===== config.mk =====
export PLATFORM = sky130hd
export DESIGN_NAME = scss_selector
export DESIGN_NICKNAME = d
export VERILOG_FILES = /design/src/scss_pkg.sv /design/src/scss_selector.sv
export VERILOG_INCLUDE_DIRS = /design/src
export SDC_FILE = /design/constraint.sdc
export NUM_CORES = 1
export LEC_CHECK = 0
export BUFFER_PORTS_ARGS = -buffer_cell sky130_fd_sc_hd__clkbuf_2
export CELL_PAD_IN_SITES_DETAIL_PLACEMENT = 0
export CELL_PAD_IN_SITES_GLOBAL_PLACEMENT = 2
export CORE_MARGIN = 5
export CORE_UTILIZATION = 39
export DETAILED_ROUTE_END_ITERATION = 16
export HOLD_SLACK_MARGIN = 0.12
export PLACE_DENSITY = 0.94
export SETUP_SLACK_MARGIN = 0.02
export SLEW_MARGIN = 20
export SYNTH_ARGS = -nofsm -noshare
export SYNTH_HDL_FRONTEND = slang
export SYNTH_SLANG_ARGS = --single-unit

===== constraint.sdc =====
create_clock -name i_clk -period 8.68 [get_ports i_clk]
set_clock_uncertainty 0.05 [all_clocks]
set_input_delay 1.302 -clock i_clk [delete_from_list [all_inputs] [get_ports i_clk]]
set_output_delay 1.302 -clock i_clk [all_outputs]
set_load 0.05 [all_outputs]

===== src/scss_map.svh =====
// constants for the speed command source selector
`ifndef SCSS_MAP_SVH
`define SCSS_MAP_SVH
`define SCSS_CMD_W 18
`define SCSS_ADC_W 16
`define SCSS_SCALE_W 16
`define SCSS_PRESET_MAX 18'sh0c350
`define SCSS_PRESET_MIN (-18'sh0c350)
`define SCSS_SCALE_SHIFT 15
`define SCSS_CMD_RESET 18'h00000
`endif


===== src/scss_pkg.sv =====
// types for the speed command source selector
package scss_pkg;
   // speed select code from the two select inputs
   typedef enum logic [1:0] {
      SCSS_SEL_BASE,
      SCSS_SEL_PRESET1,
      SCSS_SEL_PRESET2,
      SCSS_SEL_PRESET3
   } scss_sel_e;
   // control mode family
   typedef enum logic [1:0] {
      SCSS_MODE_SPEED,
      SCSS_MODE_SPEED_ZERO,
      SCSS_MODE_TORQUE,
      SCSS_MODE_TORQUE_ZERO
   } scss_mode_e;
   typedef logic signed [17:0] scss_cmd_t;
endpackage


===== src/scss_selector.sv =====
// speed command source selector: picks analog, zero or preset speed command
// *****************************************************************
// *****************************************************************
`timescale 1ns/10ps
`include "scss_map.svh"

module scss_selector (
   // clock, reset, enable
   input wire logic i_clk,
   input wire logic i_srst,
   input wire logic i_ce,
   // select pins from the external controller
   input wire logic i_speed_select_bit0,
   input wire logic i_speed_select_bit1,
   // configuration
   input wire scss_pkg::scss_mode_e i_mode,
   input wire logic i_auto_tune,
   // analog reference sample, full scale is +/-10 V
   input wire logic signed [`SCSS_ADC_W-1:0] i_analog_ref,
   input wire logic [`SCSS_SCALE_W-1:0] i_analog_speed_scale,
   // preset writes
   input wire logic [1:0] i_preset_wr,
   input wire logic i_preset_we,
   input wire logic signed [`SCSS_CMD_W-1:0] i_preset_wdata,
   // command outputs
   output logic signed [`SCSS_CMD_W-1:0] o_speed_cmd,
   output logic signed [`SCSS_CMD_W-1:0] o_speed_limit,
   output logic o_limit_active,
   output scss_pkg::scss_sel_e o_sel,
   // tuning policy
   output logic o_auto_adjust_en,
   output logic o_inertia_est_en
);
   import scss_pkg::*;

   // *****************************************************************
   // helpers
   // *****************************************************************

   // clamp a signed value into the preset span
   function automatic scss_cmd_t clamp_preset(input logic signed [`SCSS_CMD_W-1:0] v);
      if (v > `SCSS_PRESET_MAX) begin
         return `SCSS_PRESET_MAX;
      end else if (v < `SCSS_PRESET_MIN) begin
         return `SCSS_PRESET_MIN;
      end
      return v;
   endfunction

   // *****************************************************************
   // select synchroniser
   // *****************************************************************
   logic [1:0] sync1_q, sync1_d;
   logic [1:0] sync2_q, sync2_d;

   // pins are asynchronous to the drive clock
   always_comb begin
      sync1_d = sync1_q;
      sync2_d = sync2_q;
      if (i_ce) begin
         sync1_d = {i_speed_select_bit1, i_speed_select_bit0};
         sync2_d = sync1_q;
      end
   end

   always_ff @(posedge i_clk) begin
      if (i_srst) begin
         sync1_q <= 2'h0;
         sync2_q <= 2'h0;
      end else begin
         sync1_q <= sync1_d;
         sync2_q <= sync2_d;
      end
   end

   // *****************************************************************
   // preset registers
   // *****************************************************************
   scss_cmd_t preset_q [3];
   scss_cmd_t preset_d [3];

   // writes to a nonzero index go through whenever i_ce is high, running or not
   always_comb begin
      for (int i = 0; i < 3; i++) begin
         preset_d[i] = preset_q[i];
      end
      if (i_ce && i_preset_we && i_preset_wr != 2'h0) begin
         preset_d[i_preset_wr - 2'h1] = clamp_preset(i_preset_wdata);
      end
   end

   always_ff @(posedge i_clk) begin
      if (i_srst) begin
         for (int i = 0; i < 3; i++) begin
            preset_q[i] <= `SCSS_CMD_RESET;
         end
      end else begin
         for (int i = 0; i < 3; i++) begin
            preset_q[i] <= preset_d[i];
         end
      end
   end

   // *****************************************************************
   // analog scaling
   // *****************************************************************
   logic signed [`SCSS_ADC_W+`SCSS_SCALE_W:0] analog_prod;
   scss_cmd_t analog_cmd;

   // scale is unsigned, so widen with a zero sign bit
   always_comb begin
      analog_prod = i_analog_ref * $signed({1'b0, i_analog_speed_scale});
      analog_cmd = clamp_preset(
         18'(analog_prod >>> `SCSS_SCALE_SHIFT));
   end

   // *****************************************************************
   // command selection
   // *****************************************************************
   scss_sel_e sel;
   logic zero_mode;
   logic torque_mode;
   scss_cmd_t cmd_d, cmd_q;
   scss_sel_e sel_d, sel_q;
   logic limit_d, limit_q;
   scss_cmd_t tgt_d, tgt_q;
   scss_cmd_t lim_d, lim_q;

   always_comb begin
      sel = scss_sel_e'(sync2_q);
      zero_mode = (i_mode == SCSS_MODE_SPEED_ZERO) || (i_mode == SCSS_MODE_TORQUE_ZERO);
      torque_mode = (i_mode == SCSS_MODE_TORQUE) || (i_mode == SCSS_MODE_TORQUE_ZERO);
      cmd_d = cmd_q;
      sel_d = sel_q;
      limit_d = limit_q;
      tgt_d = tgt_q;
      lim_d = lim_q;
      if (i_ce) begin
         sel_d = sel;
         // torque modes flag the command as a limit
         limit_d = torque_mode;
         case (sel)
            SCSS_SEL_BASE: cmd_d = zero_mode ? `SCSS_CMD_RESET : analog_cmd;
            SCSS_SEL_PRESET1: cmd_d = preset_q[0];
            SCSS_SEL_PRESET2: cmd_d = preset_q[1];
            SCSS_SEL_PRESET3: cmd_d = preset_q[2];
            default: cmd_d = `SCSS_CMD_RESET;
         endcase
         // split here so both data outputs leave straight from flops
         tgt_d = torque_mode ? `SCSS_CMD_RESET : cmd_d;
         lim_d = torque_mode ? cmd_d : `SCSS_CMD_RESET;
      end
   end

   always_ff @(posedge i_clk) begin
      if (i_srst) begin
         cmd_q <= `SCSS_CMD_RESET;
         sel_q <= SCSS_SEL_BASE;
         limit_q <= 1'b0;
         tgt_q <= `SCSS_CMD_RESET;
         lim_q <= `SCSS_CMD_RESET;
      end else begin
         cmd_q <= cmd_d;
         sel_q <= sel_d;
         limit_q <= limit_d;
         tgt_q <= tgt_d;
         lim_q <= lim_d;
      end
   end

   // *****************************************************************
   // tuning policy
   // *****************************************************************
   logic auto_d, auto_q;

   // mode changes take effect on the next edge with i_ce high only
   always_comb begin
      auto_d = auto_q;
      if (i_ce) begin
         auto_d = i_auto_tune;
      end
   end

   always_ff @(posedge i_clk) begin
      if (i_srst) begin
         auto_q <= 1'b0;
      end else begin
         auto_q <= auto_d;
      end
   end

   assign o_auto_adjust_en = auto_q;
   assign o_inertia_est_en = auto_q;

   // outputs; the target and the limit are never both nonzero
   assign o_speed_cmd = tgt_q;
   assign o_speed_limit = lim_q;
   assign o_limit_active = limit_q;
   assign o_sel = sel_q;
endmodule // scss_selector


==> flow_summary.ini <==
[timing]
clock.fmax_ghz = 0.122
tightestPinTransition_ps = 990
layout_worst_path_cycle_share_pct = 94.1
period_needed_ps = 8160
maxSlewHeadroom_pct = 34.0
rsz0062_at_grt = no
finalSetupViolCount = 0
drv_slew = 0
final_hold_viol_count = 0
fin_tns_setup_ps = 0

[floorplan]
fp.coreArea_um2 = 33700
row_count = 67
die_x_um = 195
boundaryPins = 102
dieArea_um2 = 38100
die_h_um = 195
initial_core_util_pct = 39.7

[clock_tree]
cts_setup_buffers = 0
cts_made_buffers = 9
postCtsHoldBufs = 0
cts_resized = 0
cts_tree = yes
clock_sinks = 98
path_clk_slew_ps = 60
cts_root_buffer = clkbuf_16
clock_path_buffers = 2
clock_latency_ps = 340
htree_num_levels = 3

[yosys]
synth_edf_count = 0
syn_inst = 1581
netlist_area_um2 = 13400
yosys.area.top_type_share_pct = 28.9
synth.net_count = 1954
ys.flop_type = dfxtp_1
synth_seq_area_share_pct = 14.7
ys_types = 69
ys_async_sr_fraction_pct = 0
syn_avg_cell_area_um2 = 8.45
yosysTopAreaCell = fa_1
netlist_top_cells_area = fa_1, dfxtp_1, ha_1
yosys_register_bits = 98
yosysWarnings = 0

[worst_setup_path]
crit_required_ps = 8870
critPathMaxStageDelay_ps = 570
critPathMaxFanout = 16
crit_path_start_kind = input port
worst_path_most_repeated_cell = fa_1
crit_type = in2reg
crit_chain = clkbuf_2 -> and2_1 -> fa_1 -> inv_1 -> fa_1 -> fa_1 -> inv_1 -> fa_1 -> fa_1 -> inv_1 -> fa_1 -> inv_1 -> ha_1 -> a21oi_1 -> o211ai_1 -> a211oi_2 -> o31ai_1 -> buf_4 -> xor2_1 -> or4b_1 -> o211ai_1 -> a311oi_2 -> or2_4 -> o32ai_1
critPathTopFamily = adder cells
path_buf_inv = 6
slowest_stage = fa_1
worst_ep_arrival_time_ps = 8360
end_kind = flip-flop

[global_route]
grt_pass1_vias = 11200
overflow = 0
grt_usage_pct = 18.7
grt_pass1_wl_mm = 59.2
grt_max_degree = 94
antenna_found_initial = 0

[placement]
port_buffers = 101
hpwl_mm = 29.1
place.gp.congestion = 0.844

[final_layout]
layout_commonest_cell = inv_1
final_cell_mix = inv_1, nand2_1, fa_1, ha_1, and2_1
layout.nets = 2030
antennaDiodeCount = 0
area_growth_pct = 10.2
drive_gt1_share_pct = 11.3

[drt]
drt-total-wl_mm = 35.1
dr.pass1.iters = 5
antenna_left = 0
vias_per_cell = 5.12
drc = 0
drtIter0Drc = 469
via_count = 10800
post_drt_wl_per_cell_um = 16.6

[job]
maxCapViolCount = 0

[status]
outcome = complete, no violations

[min_path]
worstHoldPathType = reg2reg
[path summary, 6_finish.rpt]
kind	slack, ps	to	startpoint	depth (start not counted)
worst max-delay path	520	o_speed_cmd[10]	i_analog_ref[5]	24
worst min-delay path	400	preset_q[0][39]	preset_q[0][39]	2
worst max register to register	6260	o_speed_cmd[12]	sel[0]	6
worst min register to register	400	preset_q[0][39]	preset_q[0][39]	2
[registers in the layout, indices dropped and copies added (netlist names)]
signal / flops
o_auto_adjust_en: 1
o_speed_limit: 18
o_speed_cmd: 18
o_sel: 2
sel: 2
preset_q: 54
sync1_q: 2
o_limit_active: 1
[metrics by stage]
| step | cells | setup WS [ps] | area [um^2] | util, % | hold slack, ps |
|---|---|---|---|---|---|
| 2_1_floorplan | 1581 | 821 | 13400 | - | 386 |
| 3_3_place_gp | 2094 | -52.1 | 14400 | 42.9 | 392 |
| 3_5_place_dp | 2094 | -69.4 | 14400 | 42.9 | 397 |
| 4_1_cts | 2108 | 227 | 14700 | 43.7 | 405 |
| 5_1_grt | 2108 | 154 | 14700 | 43.7 | 421 |
| 6_report | 2108 | 516 | 14700 | 43.7 | 405 |
[worst min-delay path: cells and delay by family, from the launching register on]
| kind | cells | cell delay, ps |
|---|---|---|
| DFF | 1 | 310 |
| AOI/OAI and AO/OA | 1 | 50 |
| and+or+nand+nor | 1 | 50 |
[cells in the mapped netlist (12+ instances only)]
cell type / n
nor2_1: 91
and2_1: 116
xnor2_1: 12
o32ai_1: 15
o21ai_0: 34
a211oi_1: 38
a21oi_1: 101
nand3_1: 19
inv_1: 249
ha_1: 119
nor2b_1: 40
mux2i_1: 27
clkbuf_1: 66
nand2_1: 202
fa_1: 193
nand2b_1: 14
dfxtp_1: 98
[area by class of cell]
class	instances	area [um^2]
Fill cell	3407	19000
Multi-Input combinational cell	1152	10100
Timing Repair Buffer	146	843
Sequential cell	98	1960
Inverter	250	938
Tap cell	448	561
Clock inverter	4	51.3
Clock buffer	10	239
[metal layers]
metal  share of wire (%)  global-route usage (%)  wire [um]  up-vias
li1                    -                       -          -     5247
met3                 4.5                    1.88       1570       21
met4                 1.0                    2.77        363        0
met2                  47                    30.9      16500      253
met5                   0                       0          0        -
met1                  47                    27.2      16600     5282
[logic make-up (layout without fill, tap and decap cells)]
logic type / count (synthesis) / after routing / share of synthesized area, %
adder cells (fa/ha/maj): 312 / 312 / 40.0
XOR/XNOR: 16 / 16 / 1.05
AND/OR/NAND/NOR: 521 / 521 / 19.0
buffers and inverters: 331 / 410 / 9.53
AO/OA/AOI/OAI: 276 / 276 / 13.7
multiplexers: 27 / 27 / 2.02
flip-flops: 98 / 98 / 14.7
Power is left out: the tool's default activity adds up to more than one toggle a clock period on the data nets, which glitch-free logic cannot reach.
